## src/common/ifs_pkg.sv

```systemverilog
// Package for the instruction fetch sequencer: widths, timing and carriers.
// Assumes a single 10 MHz clock domain shared by every user.
package ifs_pkg;
    localparam int IFS_WORD_W = 12;               // Machine word width
    localparam int IFS_CLK_NS = 100;              // Clock period in ns
    localparam int IFS_TP1_DLY_NS = 100;          // Delay line after pulse one
    localparam int IFS_TP3_DLY_NS = 350;          // Pulse two to pulse three
    // Longest-time figures round down, never below one cycle
    localparam int IFS_TP1_DLY_CYC =
        (IFS_TP1_DLY_NS / IFS_CLK_NS) < 1 ? 1 : (IFS_TP1_DLY_NS / IFS_CLK_NS);
    localparam int IFS_TP3_DLY_CYC =
        (IFS_TP3_DLY_NS / IFS_CLK_NS) < 1 ? 1 : (IFS_TP3_DLY_NS / IFS_CLK_NS);
    localparam int IFS_CNT_W = 4;                 // Delay counter width
    localparam logic [IFS_WORD_W-1:0] IFS_WORD_ZERO = 12'h000; // Cleared word
    localparam logic [IFS_WORD_W-1:0] IFS_WORD_ONE = 12'h001;  // Low-order carry weight
    localparam int IFS_IR_HI_LSB = 4;             // Low edge of field 0-7 in [11:0]

    // Sequencer phase
    typedef enum logic [1:0] {
        IFS_PH_TS1,
        IFS_PH_TS2,
        IFS_PH_TS3,
        IFS_PH_DONE
    } ifs_phase_t;

    // Pending requests that block fetch entry
    typedef struct packed {
        logic interrupt;      // Interrupt pending
        logic tape_break;     // Tape break request pending
        logic data_break;     // Three-cycle data break pending
    } ifs_pend_t;

    // Major state flags
    typedef struct packed {
        logic fetch;          // Fetch
        logic indirect_state; // Indirect (indirect_state)
        logic execute;        // Execute
        logic second_exec_state; // Second execute
    } ifs_major_t;
endpackage : ifs_pkg

```

## src/core/ifs_fetch_seq.sv

```systemverilog
// Fetch cycle sequencer: time states one to three and pulses one to three.
// Assumes the memory control returns its read strobe as a one-cycle pulse,
// synchronous to i_ref_clk, some 500 to 520 ns after the launch pulse.
`timescale 1ns/1ps
`default_nettype none
// How it works
// - Time state one sets cycle-complete flag
// - Pulse one only when all qualifiers true
// - Qualifiers: run, memory quiescent, cycle complete
// - Pulse one with entry sets fetch, clears others
// - Entry needs no interrupt, tape, data break
// - Pulse one launches memory read cycle
// - Pulse one loads memory address register
// - Delayed copy of pulse one 100 ns later
// - Fetch state asserts counter-step request
// - Pulse one moves state one to two
// - State two gates address into adder
// - Carry-in when step, state two, memory allowed
// - Carry enters low bit, ripples upward
// - Memory strobe clears memory-quiescent flag
// - Pulse two loads incremented program counter
// - Pulse two clears instruction register unless indirect, execute or second execute
// - Pulse two moves state two to three
// - State three gates memory onto bus
// - Pulse three 300 ns (three cycles) after pulse two
// - Pulse three loads buffer unless executing
// - Pulse three loads instruction register fields
// - Pulse three in fetch clears skip flags
module ifs_fetch_seq
    import ifs_pkg::*;
#(
    parameter int W = IFS_WORD_W,                 // Word width
    parameter int TP1_DLY = IFS_TP1_DLY_CYC,      // Pulse one delay in cycles
    parameter int TP3_DLY = IFS_TP3_DLY_CYC       // Pulse two to three in cycles
) (
    input wire logic i_ref_clk,                   // 10 MHz clock
    input wire logic i_srst,                      // Synchronous reset, high
    input wire logic i_run,                       // Run flag
    input wire logic i_cycle_start,               // Start a fetch cycle
    input wire ifs_pend_t i_pend,                 // Pending break requests
    input wire logic i_memory_allow_flag,         // Memory allowed
    input wire logic i_bus_inhibit,               // Inhibit of memory-to-bus
    input wire logic [W-1:0] i_fetch_addr,        // Address for the fetch
    input wire logic i_memory_read_strobe,        // Read strobe from memory
    input wire logic [W-1:0] i_mem_data,          // Word read from memory
    output logic o_timing_pulse_one,              // Pulse one
    output logic o_timing_pulse_two,              // Pulse two
    output logic o_timing_pulse_three,            // Pulse three
    output logic o_delayed_pulse_one,             // Pulse one, delayed
    output logic o_time_state_one,                // Time state one
    output logic o_time_state_two,                // Time state two
    output logic o_time_state_three,              // Time state three
    output logic o_memory_cycle_launch,           // Start memory read
    output logic o_cycle_done,                    // Cycle-complete flag
    output logic o_mem_idle,                      // Memory-quiescent flag
    output ifs_major_t o_major,                   // Major state flags
    output logic o_buffered_fetch_state,          // Buffered fetch
    output logic o_counter_step_request,          // Counter step request
    output logic o_low_bit_carry_in,              // Carry insert
    output logic o_adder_gate,                    // Address gated to adder
    output logic o_memory_to_bus_gate,            // Memory onto bus
    output logic [W-1:0] o_memory_address_register, // Address register
    output logic [W-1:0] o_program_counter,       // Program counter
    output logic [W-1:0] o_memory_buffer_register, // Buffer register
    output logic [W-1:0] o_instruction_register,  // Instruction register
    output logic o_aux_flag,                      // Auxiliary toggle flag
    output logic o_skip_flag                      // Skip flag
);
    // Phase and flags
    ifs_phase_t phase_q;                 // Current phase
    logic cycle_done_q;                  // Cycle complete
    logic mem_idle_q;                    // Memory quiescent
    ifs_major_t major_q;                 // Major states
    logic fetch_b_q;                     // Buffered fetch copy
    logic [IFS_CNT_W-1:0] d1_cnt_q;      // Pulse one delay count
    logic d1_busy_q;                     // Delay line running
    logic [IFS_CNT_W-1:0] d3_cnt_q;      // Pulse two to three count
    logic d3_busy_q;                     // Waiting for pulse three
    logic tp1_q, tp2_q, tp3_q, tp1d_q;   // Registered pulses
    logic launch_q;                      // Registered launch
    logic [W-1:0] ma_q, pc_q, mb_q, ir_q; // Data registers
    logic aux_q, skip_q;                 // Skip flags
    logic step_q, carry_q, gate_q, bus_q; // Registered level outputs
    logic [W-1:0] sum;                   // Adder result
    logic tp1_fire;                      // Pulse one condition
    logic tp3_fire;                      // Pulse three condition
    logic fetch_entry_condition;         // Fetch may be entered
    logic counter_step_request;          // Step request level

    // Counter done test, used by both delays
    function automatic logic cnt_done(input logic [IFS_CNT_W-1:0] c, input int n);
        return c == IFS_CNT_W'(n - 1);
    endfunction

    // Pulse one gate: every qualifier at once
    assign tp1_fire = i_run & mem_idle_q & cycle_done_q & (phase_q == IFS_PH_TS1);
    assign fetch_entry_condition = ~(i_pend.interrupt | i_pend.tape_break
                                     | i_pend.data_break);
    assign counter_step_request = major_q.fetch;
    assign tp3_fire = d3_busy_q & cnt_done(d3_cnt_q, TP3_DLY);

    // Adder always sees the address; only its carry-in is gated in state two
    ifs_adder #(
        .W(W)
    ) u_adder (
        .i_a(ma_q),
        .i_carry_in(counter_step_request & (phase_q == IFS_PH_TS2) & i_memory_allow_flag),
        .o_sum(sum),
        .o_carry_out()
    );

    // Time state sequence, binary-coded in the two-bit phase enum
    always_ff @(posedge i_ref_clk) begin
        if (i_srst) begin
            phase_q <= IFS_PH_DONE;
        end else begin
            case (phase_q)
                IFS_PH_DONE: begin
                    if (i_cycle_start) begin
                        phase_q <= IFS_PH_TS1;
                    end
                end
                IFS_PH_TS1: begin
                    if (tp1_fire) begin
                        phase_q <= IFS_PH_TS2;
                    end
                end
                IFS_PH_TS2: begin
                    if (i_memory_read_strobe) begin
                        phase_q <= IFS_PH_TS3;
                    end
                end
                IFS_PH_TS3: begin
                    if (tp3_fire) begin
                        phase_q <= IFS_PH_DONE; // Later states live elsewhere
                    end
                end
                default: phase_q <= IFS_PH_DONE;
            endcase
        end
    end

    // Cycle-complete flag: set in state one, consumed by pulse one
    always_ff @(posedge i_ref_clk) begin
        if (i_srst) begin
            cycle_done_q <= 1'b0;
        end else if (phase_q == IFS_PH_TS1 && !cycle_done_q) begin
            cycle_done_q <= 1'b1;
        end else if (tp1_fire) begin
            cycle_done_q <= 1'b0;
        end
    end

    // Memory-quiescent flag: strobe clears it, end of cycle restores it
    always_ff @(posedge i_ref_clk) begin
        if (i_srst) begin
            mem_idle_q <= 1'b1;
        end else if (i_memory_read_strobe) begin
            mem_idle_q <= 1'b0;
        end else if (tp3_fire) begin
            mem_idle_q <= 1'b1; // Read half done; stands in for memory done
        end
    end

    // Major states: pulse one with entry picks fetch alone
    always_ff @(posedge i_ref_clk) begin
        if (i_srst) begin
            major_q <= '0;
            fetch_b_q <= 1'b0;
        end else if (tp1_fire && fetch_entry_condition) begin
            major_q <= '0;
            major_q.fetch <= 1'b1;
            fetch_b_q <= 1'b1;
        end else if (tp1_fire) begin
            major_q <= '0; // Break or interrupt owns this cycle
            fetch_b_q <= 1'b0;
        end
    end

    // Pulse strobes, one cycle each
    always_ff @(posedge i_ref_clk) begin
        if (i_srst) begin
            tp1_q <= 1'b0;
            tp2_q <= 1'b0;
            tp3_q <= 1'b0;
            launch_q <= 1'b0;
        end else begin
            tp1_q <= tp1_fire;
            launch_q <= tp1_fire;
            tp2_q <= i_memory_read_strobe && phase_q == IFS_PH_TS2;
            tp3_q <= tp3_fire;
        end
    end

    // Delay line copy of pulse one
    always_ff @(posedge i_ref_clk) begin
        if (i_srst) begin
            d1_busy_q <= 1'b0;
            d1_cnt_q <= '0;
            tp1d_q <= 1'b0;
        end else begin
            tp1d_q <= d1_busy_q & cnt_done(d1_cnt_q, TP1_DLY);
            if (tp1_fire) begin
                d1_busy_q <= 1'b1;
                d1_cnt_q <= '0;
            end else if (d1_busy_q && cnt_done(d1_cnt_q, TP1_DLY)) begin
                d1_busy_q <= 1'b0;
            end else if (d1_busy_q) begin
                d1_cnt_q <= d1_cnt_q + 1'b1;
            end
        end
    end

    // Pulse two to pulse three timer; pulse three is registered so it
    // lands on the count that matches the printed delay
    always_ff @(posedge i_ref_clk) begin
        if (i_srst) begin
            d3_busy_q <= 1'b0;
            d3_cnt_q <= '0;
        end else if (i_memory_read_strobe && phase_q == IFS_PH_TS2) begin
            d3_busy_q <= 1'b1;
            d3_cnt_q <= '0;
        end else if (tp3_fire) begin
            d3_busy_q <= 1'b0;
        end else if (d3_busy_q) begin
            d3_cnt_q <= d3_cnt_q + 1'b1;
        end
    end

    // Address register loaded by pulse one
    always_ff @(posedge i_ref_clk) begin
        if (i_srst) begin
            ma_q <= IFS_WORD_ZERO;
        end else if (tp1_fire) begin
            ma_q <= i_fetch_addr;
        end
    end

    // Program counter takes the stepped address on pulse two
    always_ff @(posedge i_ref_clk) begin
        if (i_srst) begin
            pc_q <= IFS_WORD_ZERO;
        end else if (tp2_q && counter_step_request) begin
            pc_q <= sum_q;
        end
    end

    // Adder result held for pulse two; carry only while state two stands
    logic [W-1:0] sum_q; // Latched stepped value
    always_ff @(posedge i_ref_clk) begin
        if (i_srst) begin
            sum_q <= IFS_WORD_ZERO;
        end else if (phase_q == IFS_PH_TS2) begin
            sum_q <= sum;
        end
    end

    // Buffer register loaded on pulse three unless executing
    always_ff @(posedge i_ref_clk) begin
        if (i_srst) begin
            mb_q <= IFS_WORD_ZERO;
        end else if (tp3_fire && !major_q.execute) begin
            mb_q <= i_mem_data;
        end
    end

    // Instruction register: cleared on pulse two, filled on pulse three
    always_ff @(posedge i_ref_clk) begin
        if (i_srst) begin
            ir_q <= IFS_WORD_ZERO;
        end else if (tp3_fire && fetch_b_q) begin
            ir_q[W-1:IFS_IR_HI_LSB] <= i_mem_data[W-1:IFS_IR_HI_LSB];
            ir_q[IFS_IR_HI_LSB-1:0] <= i_mem_data[IFS_IR_HI_LSB-1:0];
        end else if (i_memory_read_strobe && phase_q == IFS_PH_TS2
                     && !major_q.indirect_state && !major_q.execute
                     && !major_q.second_exec_state) begin
            ir_q <= IFS_WORD_ZERO;
        end
    end

    // Skip flags cleared by pulse three in fetch
    always_ff @(posedge i_ref_clk) begin
        if (i_srst) begin
            aux_q <= 1'b0;
            skip_q <= 1'b0;
        end else if (tp3_fire && major_q.fetch) begin
            aux_q <= 1'b0;
            skip_q <= 1'b0;
        end
    end

    // Level gates, registered so outputs come from flip-flops
    // Costs one cycle of lag against the state they follow
    always_ff @(posedge i_ref_clk) begin
        if (i_srst) begin
            step_q <= 1'b0;
            carry_q <= 1'b0;
            gate_q <= 1'b0;
            bus_q <= 1'b0;
        end else begin
            step_q <= counter_step_request;
            gate_q <= counter_step_request && phase_q == IFS_PH_TS2;
            carry_q <= counter_step_request && phase_q == IFS_PH_TS2
                       && i_memory_allow_flag;
            bus_q <= phase_q == IFS_PH_TS3 && !i_pend.interrupt
                     && i_memory_allow_flag && !i_bus_inhibit;
        end
    end

    // Outputs
    assign o_timing_pulse_one = tp1_q;
    assign o_timing_pulse_two = tp2_q;
    assign o_timing_pulse_three = tp3_q;
    assign o_delayed_pulse_one = tp1d_q;
    assign o_memory_cycle_launch = launch_q;
    assign o_cycle_done = cycle_done_q;
    assign o_mem_idle = mem_idle_q;
    assign o_major = major_q;
    assign o_buffered_fetch_state = fetch_b_q;
    assign o_counter_step_request = step_q;
    assign o_low_bit_carry_in = carry_q;
    assign o_adder_gate = gate_q;
    assign o_memory_to_bus_gate = bus_q;
    assign o_memory_address_register = ma_q;
    assign o_program_counter = pc_q;
    assign o_memory_buffer_register = mb_q;
    assign o_instruction_register = ir_q;
    assign o_aux_flag = aux_q;
    assign o_skip_flag = skip_q;

    // Time states decoded from the phase flop (one-hot view)
    always_ff @(posedge i_ref_clk) begin
        if (i_srst) begin
            o_time_state_one <= 1'b0;
            o_time_state_two <= 1'b0;
            o_time_state_three <= 1'b0;
        end else begin
            o_time_state_one <= phase_q == IFS_PH_TS1;
            o_time_state_two <= phase_q == IFS_PH_TS2;
            o_time_state_three <= phase_q == IFS_PH_TS3;
        end
    end
endmodule // ifs_fetch_seq
`default_nettype wire

```

## src/core/ifs_adder.sv

```systemverilog
// Twelve-bit adder used to step the program counter.
// Assumes bit 11 of the printed order is the low-order bit, index 0 here.
`timescale 1ns/1ps
`default_nettype none
module ifs_adder
    import ifs_pkg::*;
#(
    parameter int W = IFS_WORD_W // Word width
) (
    input wire logic [W-1:0] i_a,        // Operand gated from the address
    input wire logic i_carry_in,         // Carry at the low-order end
    output logic [W-1:0] o_sum,          // Sum
    output logic o_carry_out             // Carry out of the top bit
);
    // Ripple carry: a one already in a sum bit gives zero and a carry up
    always_comb begin
        logic c;
        c = i_carry_in;
        for (int k = 0; k < W; k++) begin
            o_sum[k] = i_a[k] ^ c;
            c = i_a[k] & c;
        end
        o_carry_out = c;
    end
endmodule // ifs_adder
`default_nettype wire

```

## config.mk

```make
export PLATFORM = sky130hd
export DESIGN_NAME = ifs_fetch_seq
export DESIGN_NICKNAME = d
export VERILOG_FILES = /design/src/common/ifs_pkg.sv /design/src/core/ifs_fetch_seq.sv /design/src/core/ifs_adder.sv
export SDC_FILE = /design/constraint.sdc
export NUM_CORES = 1
export LEC_CHECK = 0
export BUFFER_PORTS_ARGS = -buffer_cell sky130_fd_sc_hd__clkbuf_2
export CAP_MARGIN = 20
export CORE_MARGIN = 2
export CORE_UTILIZATION = 54
export DETAILED_ROUTE_END_ITERATION = 8
export GPL_TIMING_DRIVEN = 0
export HOLD_SLACK_MARGIN = 0.03
export PLACE_DENSITY_LB_ADDON = 0.12
export SLEW_MARGIN = 20
export SYNTH_ARGS = -nofsm -noshare
export SYNTH_HDL_FRONTEND = slang
export SYNTH_SLANG_ARGS = --single-unit
```

## constraint.sdc

```tcl
create_clock -name i_ref_clk -period 7.7 [get_ports i_ref_clk]
set_clock_uncertainty 0.05 [all_clocks]
set_input_delay 0.77 -clock i_ref_clk [delete_from_list [all_inputs] [get_ports i_ref_clk]]
set_output_delay 0.77 -clock i_ref_clk [all_outputs]
set_load 0.01 [all_outputs]
```

Word-level counts from Yosys, hierarchy flattened:

Cells that the tools add are included.
W data, S select, Z words.

* add/sub/neg operators: 2
* multiply operators: 0
* divide/modulo/power cells: 0
* magnitude comparators: 0
* eq/ne operators: 8
* shift-type cells: 0
* multiplexer cells: 18
* bitwise logic cells: 35
* reductions and logical operators: 27

Operators with widths (count)
* $mux W12: 2
* $and A1 B1 Y1: 18
* $reduce_bool A2 Y1: 6
* $xor A1 B1 Y1: 12
* $logic_and A1 B1 Y1: 11
* $mux W1: 9
* $add A4 B1 Y4 const B: 2
* $mux W2: 4
* $mux W4: 2
* $ne A2 B2 Y1 const B: 4
* $pmux W2 S4: 1
* $eq A2 B2 Y1 const B: 2
* $eq A4 B2 Y1 const B: 1
* $logic_not A4 Y1: 1
* $reduce_and A2 Y1: 2
* $reduce_and A4 Y1: 1
* $reduce_or A2 Y1: 2
* $logic_not A1 Y1: 3
* $not A1 Y1: 3
* $eq A2 B1 Y1 const B: 1
* $logic_not A2 Y1: 1
* $or A1 B1 Y1: 2

* register bits: 87
* bits in latches: 0
* memory bits (writable): 0
* memory bits (read-only): 0
* input port bits: 34
* output and inout port bits: 69
* logic and storage cells: 115
* memories kept: 0

Longest topological paths before layout:

* depth in word-level cells: 15
* mapped depth: 18
* gate-level depth less buffers: 16

Cells and area by module:

A second synthesis with hierarchy kept.

* cell total of the unflattened synthesis: 355
* area, all modules: 3389.5 um2

By module, submodules not included
* ifs_fetch_seq: instances 1, cells each 343, area each 3239.4 um2, seq. area each 1721.7 um2
* ifs_adder: instances 1, cells each 12, area each 150.1 um2, seq. area each 0.0 um2

Worst setup path before layout:

OpenSTA, ideal clock, no wires.

* path type: flip-flop to flip-flop
* start: register phase_q[1]
* end: register sum_q[11]
* setup time: 0.086 ns
* arrival time: 3.279 ns
* required time: 7.564 ns
* setup slack: 4.285 ns
* stages on the path, launching flop included: 19
* path buffers: 2
* period minus slack after synthesis: 3.415 ns
* path through: dfxtp_1 -> inv_1 -> ha_1 -> buf_4 -> buf_2 -> and3_1 -> ha_1 -> ha_1 -> ha_1 -> ha_1 -> ha_1 -> ha_1 -> ha_1 -> ha_1 -> ha_1 -> ha_1 -> ha_1 -> xnor2_1 -> a211oi_1

* cells in the longest elaborated chain, start to end: 15

RTL lines
* start: declaration: line ifs_fetch_seq.sv:70 `ifs_phase_t phase_q;`
* start signal: assignment: line ifs_fetch_seq.sv:115 `phase_q <= IFS_PH_DONE;`
* start signal: assignment: line ifs_fetch_seq.sv:120 `phase_q <= IFS_PH_TS1;`
* start signal: assignment: line ifs_fetch_seq.sv:125 `phase_q <= IFS_PH_TS2;`
* $eq A2 B1 Y1: line ifs_fetch_seq.sv:107 `.i_carry_in(counter_step_request & (phase_q == IFS_PH_TS2) & i_memory_allow_flag),`
* $and A1 B1 Y1 (2 in series): line ifs_fetch_seq.sv:107
* net u_adder.i_carry_in: line ifs_adder.sv:11 `input wire logic i_carry_in,`
* $and A1 B1 Y1 (11 in series): line ifs_adder.sv:21 `c = i_a[k] & c;`
* $xor A1 B1 Y1: line ifs_adder.sv:20 `o_sum[k] = i_a[k] ^ c;`
* end signal: assignment: line ifs_fetch_seq.sv:254 `sum_q <= sum;`
* end: declaration: line ifs_fetch_seq.sv:249 `logic [W-1:0] sum_q;`

The timed path passes the listed nets, and every way through them passes these cells.
A chain may end at the register's enable or synchronous reset.

Final worst setup path:

Ends and elaborated chain as after synthesis.

==> flow_summary.ini <==
[layout]
finalNonFillerCells = 544
final_layout_fill_cell_count = 509
drive_gt1_share_pct = 27.3
areaGrowthSynthToFinish_pct = 22.8
finished_cell_area_um2 = 4060
number_of_antenna_repair_diodes = 0
number_of_nets_in_the_layout = 518

[drt]
detailedRoute.firstPassIterationCount = 4
post_drt_wl_per_cell_um = 13.1
post_drt_via_cell_ratio = 4.99
detail_route.drc_violations = 0
wl_um = 7140
antenna_left = 0
vias = 2715
detailedRoute.firstIterationViolations = 94

[cts]
clock_sink_count = 86
insertion_delay_ns = 0.34
cts_hold_buffers = 0
cts_max_path_buffers = 2
tritoncts_clock_tree = done
clk_pin_slew_worst_paths_ns = 0.08
cts_setup_buffers = 0
tritoncts.num_buffers = 9
clk_root_buffer_cell = sky130_fd_sc_hd__clkbuf_8
postCtsResizedCells = 0
clock_tree.htree_level_count = 3

[timing]
totalNegativeSetupSlack_ns = 0
final.period_utilization_pct = 47.5
postLayoutSetupSlackWorst_ns = 4.04
timing.hold.ws_ns = 0.404
final_max_slew_viol_count = 0
finalHoldViolCount = 0
setup-violations-final = 0
slew_headroom_pct = 65.3
worst_pin_slew_ns = 0.520
fin_crit_ns = 3.66
grt_setup_unrepaired = no
max_clock_freq_ghz = 0.273

[global_route]
grt_remaining_overflow = 0
first_global_vias = 2378
grt_pass1_wl_um = 11100
grt_busiest_layer = met2
global_route.usage.met1_pct = 30.1
grt_antenna_before_repair = 0
global_route.usage.total_pct = 21.6
global_route.usage.met3_pct = 5.33
pin_count_of_the_biggest_net_entering_global_routing = 14
grt_met2_usage_pct = 32.7

[worst_setup_path]
crit_buf_inv = 3
cp.required_ns = 7.91
slowest_delay_ns = 0.36
worstSetupStartpoint = phase_q[1]
crit_family = adder cells
worstSetupPathType = reg -> reg
critical_path_peak_fanout = 10
worstPathArrival_ns = 3.87
ordered_list_of_cells_on_the_worst_path = inv_1 > ha_1 > buf_4 > buf_2 > and3_1 > ha_1 > ha_1 > ha_1 > ha_1 > ha_1 > ha_1 > ha_1 > ha_1 > ha_1 > ha_1 > ha_1 > xnor2_1 > a211oi_1
crit-reg2reg-launch = phase_q[1]
worstSetupStartpointType = register
critical_path.most_common_cell = sky130_fd_sc_hd__ha_1
setup.worst_path.end_class = register
slowest_stage_cell_cp = sky130_fd_sc_hd__dfxtp_1

[logic_synthesis]
post_syn_area_um2 = 3310
postSynthRegisterBits = 86
synthDistinctLibCells = 36
synth_enable_flop_cells = 0
postSynth.topFlopCell = sky130_fd_sc_hd__dfxtp_1
synthArstFlopShare_pct = 0
avgSynthCellArea_um2 = 9.34
netlist_instances = 354
ys_warnings = 0
synth.yosys.seq_area_share_pct = 52.1

[power]
irDropWorstVdd_uv = 132
power.density_cell_area_nw_per_um2 = 212
power.leakage_nw = 1.86

[die]
die_height_um = 82.2
i_o_pin_total = 103
dieWidth_um = 82.2
floorplan.die_area_um2 = 6760
fp.coreArea_um2 = 5920
initial_utilization_pct = 55.8
core_rows = 28

[placed_design]
dpl-instance-area_um2 = 3890
place.detailed.instances = 529
gp_congestion = 0.797
place_worst_setup_slack_ns = 4.02
dp.final_hpwl_um = 5380
portBuffers = 96

[min_path]
hold_path_class = reg -> reg
worst_hold_startpoint = sum_q[9]

[job]
maxCapViolations = 0

[outcome]
outcome = finished, final reports clean
## placed cells by master, fill, tap and decap left out, drive strengths merged
master   count
a211oi       2
a21o         1
a21oi       30
a222oi       1
a22o        13
a22oi        1
a311o        1
and2         5
and3         5
buf         13
clkbuf     121
clkinv       4
conb         5
dfxtp       86
ha          19
inv          7
mux2i       11
nand2       68
nand2b       1
nand3        2
nand3b      12
nand4        2
nand4bb      1
nor2        25
nor2b        6
nor3         4
nor3b        2
o21ai       12
o21bai       2
or3b         1
xnor2        3
xor2         3
## power by group
group | leakage (nW) | switching [mW] | internal, mW
sequential | 0.694 | 0.0132 | 0.460
clock | 0.0889 | 0.151 | 0.123
combinational | 1.08 | 0.0648 | 0.0505
## synth_stat cells, types with 3 or more instances
| cell type | number | area share (%) |
|---|---|---|
| sky130_fd_sc_hd__mux2i_1 | 11 | 3.3 |
| sky130_fd_sc_hd__buf_2 | 5 | 0.76 |
| sky130_fd_sc_hd__a22o_1 | 13 | 3.4 |
| sky130_fd_sc_hd__xnor2_1 | 3 | 0.79 |
| sky130_fd_sc_hd__xor2_1 | 3 | 0.79 |
| sky130_fd_sc_hd__a21oi_1 | 30 | 4.5 |
| sky130_fd_sc_hd__and2_1 | 3 | 0.57 |
| sky130_fd_sc_hd__inv_1 | 6 | 0.68 |
| sky130_fd_sc_hd__clkbuf_1 | 13 | 1.5 |
| sky130_fd_sc_hd__nor2b_1 | 6 | 1.1 |
| sky130_fd_sc_hd__o21ai_0 | 12 | 1.8 |
| sky130_fd_sc_hd__buf_4 | 8 | 1.8 |
| sky130_fd_sc_hd__nand2_1 | 68 | 7.7 |
| sky130_fd_sc_hd__ha_1 | 19 | 7.2 |
| sky130_fd_sc_hd__nand3b_1 | 12 | 2.7 |
| sky130_fd_sc_hd__and3_1 | 5 | 0.95 |
| sky130_fd_sc_hd__nor3_1 | 4 | 0.61 |
| sky130_fd_sc_hd__dfxtp_1 | 86 | 52 |
| sky130_fd_sc_hd__nor2_1 | 25 | 2.8 |
## final cells by class
| class | instances | area [µm²] | share of cell area (%) |
|---|---|---|---|
| Clock buffer | 11 | 141 | 3.48 |
| Inverter | 7 | 26.3 | 0.647 |
| Sequential cell | 86 | 1720 | 42.4 |
| Tap cell | 75 | 93.8 | 2.31 |
| Timing Repair Buffer | 96 | 480 | 11.8 |
| Buffer | 27 | 139 | 3.42 |
| Clock inverter | 4 | 23.8 | 0.586 |
| Multi-Input combinational cell | 238 | 1430 | 35.3 |
## state kept, by name (all words and copies together), names as in the netlist
register                   flops
o_instruction_register        12
o_memory_address_register     12
o_memory_buffer_register      12
o_program_counter             12
sum_q                         12
d1_cnt_q                       4
d3_cnt_q                       4
phase_q                        2
counter_step_request           1
d1_busy_q                      1
d3_busy_q                      1
o_adder_gate                   1
o_counter_step_request         1
o_cycle_done                   1
o_delayed_pulse_one            1
o_low_bit_carry_in             1
o_mem_idle                     1
o_memory_cycle_launch          1
o_memory_to_bus_gate           1
o_time_state_one               1
o_time_state_three             1
o_time_state_two               1
o_timing_pulse_three           1
o_timing_pulse_two             1
## worst register-to-register path, cell delays in order (launching register included)
cell and delay [ns]:
sky130_fd_sc_hd__dfxtp_1 0.36, sky130_fd_sc_hd__inv_1 0.09, sky130_fd_sc_hd__ha_1 0.18, sky130_fd_sc_hd__buf_4 0.17
sky130_fd_sc_hd__buf_2 0.22, sky130_fd_sc_hd__and3_1 0.18, sky130_fd_sc_hd__ha_1 0.18, sky130_fd_sc_hd__ha_1 0.18
sky130_fd_sc_hd__ha_1 0.17, sky130_fd_sc_hd__ha_1 0.18, sky130_fd_sc_hd__ha_1 0.18, sky130_fd_sc_hd__ha_1 0.18
sky130_fd_sc_hd__ha_1 0.18, sky130_fd_sc_hd__ha_1 0.18, sky130_fd_sc_hd__ha_1 0.18, sky130_fd_sc_hd__ha_1 0.18
sky130_fd_sc_hd__ha_1 0.19, sky130_fd_sc_hd__xnor2_1 0.12, sky130_fd_sc_hd__a211oi_1 0.24
## path summary, 6_finish.rpt
kind	endpoint	slack [ns]	cells after the start
worst max-delay path	sum_q[11]	4.04	18
worst max register to register	sum_q[11]	4.04	18
worst min-delay path	o_program_counter[9]	0.40	2
worst min register to register	o_program_counter[9]	0.40	2
## stage by stage
step                      util (%)  power [mW]
final                         68.6       0.863
after detailed placement      65.8       0.599
after global routing          68.6       0.901
after floorplan                  -       0.562
after CTS                     68.6       0.869
after global placement        65.8       0.595
## routing by layer
metal  part of all wire (%)  routed length, µm  vias up
met3                    5.3                378        4
li1                       -                  -     1398
met1                     48               3460     1248
met5                      0                  0        -
met4                   0.25                 18        0
met2                     46               3290       65
## kinds of logic (layout without fill, tap and decap cells)
| logic type | count (synthesis) | in the layout | share of synthesized area, % |
|---|---|---|---|
| XOR/XNOR | 6 | 6 | 1.59 |
| adder cells (fa/ha/maj) | 19 | 19 | 7.19 |
| flip-flops | 86 | 86 | 52.1 |
| buffers and inverters | 34 | 145 | 5.00 |
| AO/OA/AOI/OAI | 63 | 63 | 11.8 |
| multiplexers | 11 | 11 | 3.33 |
| AND/OR/NAND/NOR | 134 | 134 | 18.9 |
| other | 1 | 5 | 0.113 |
No activity file was read; power rests on OpenSTA's default activity.
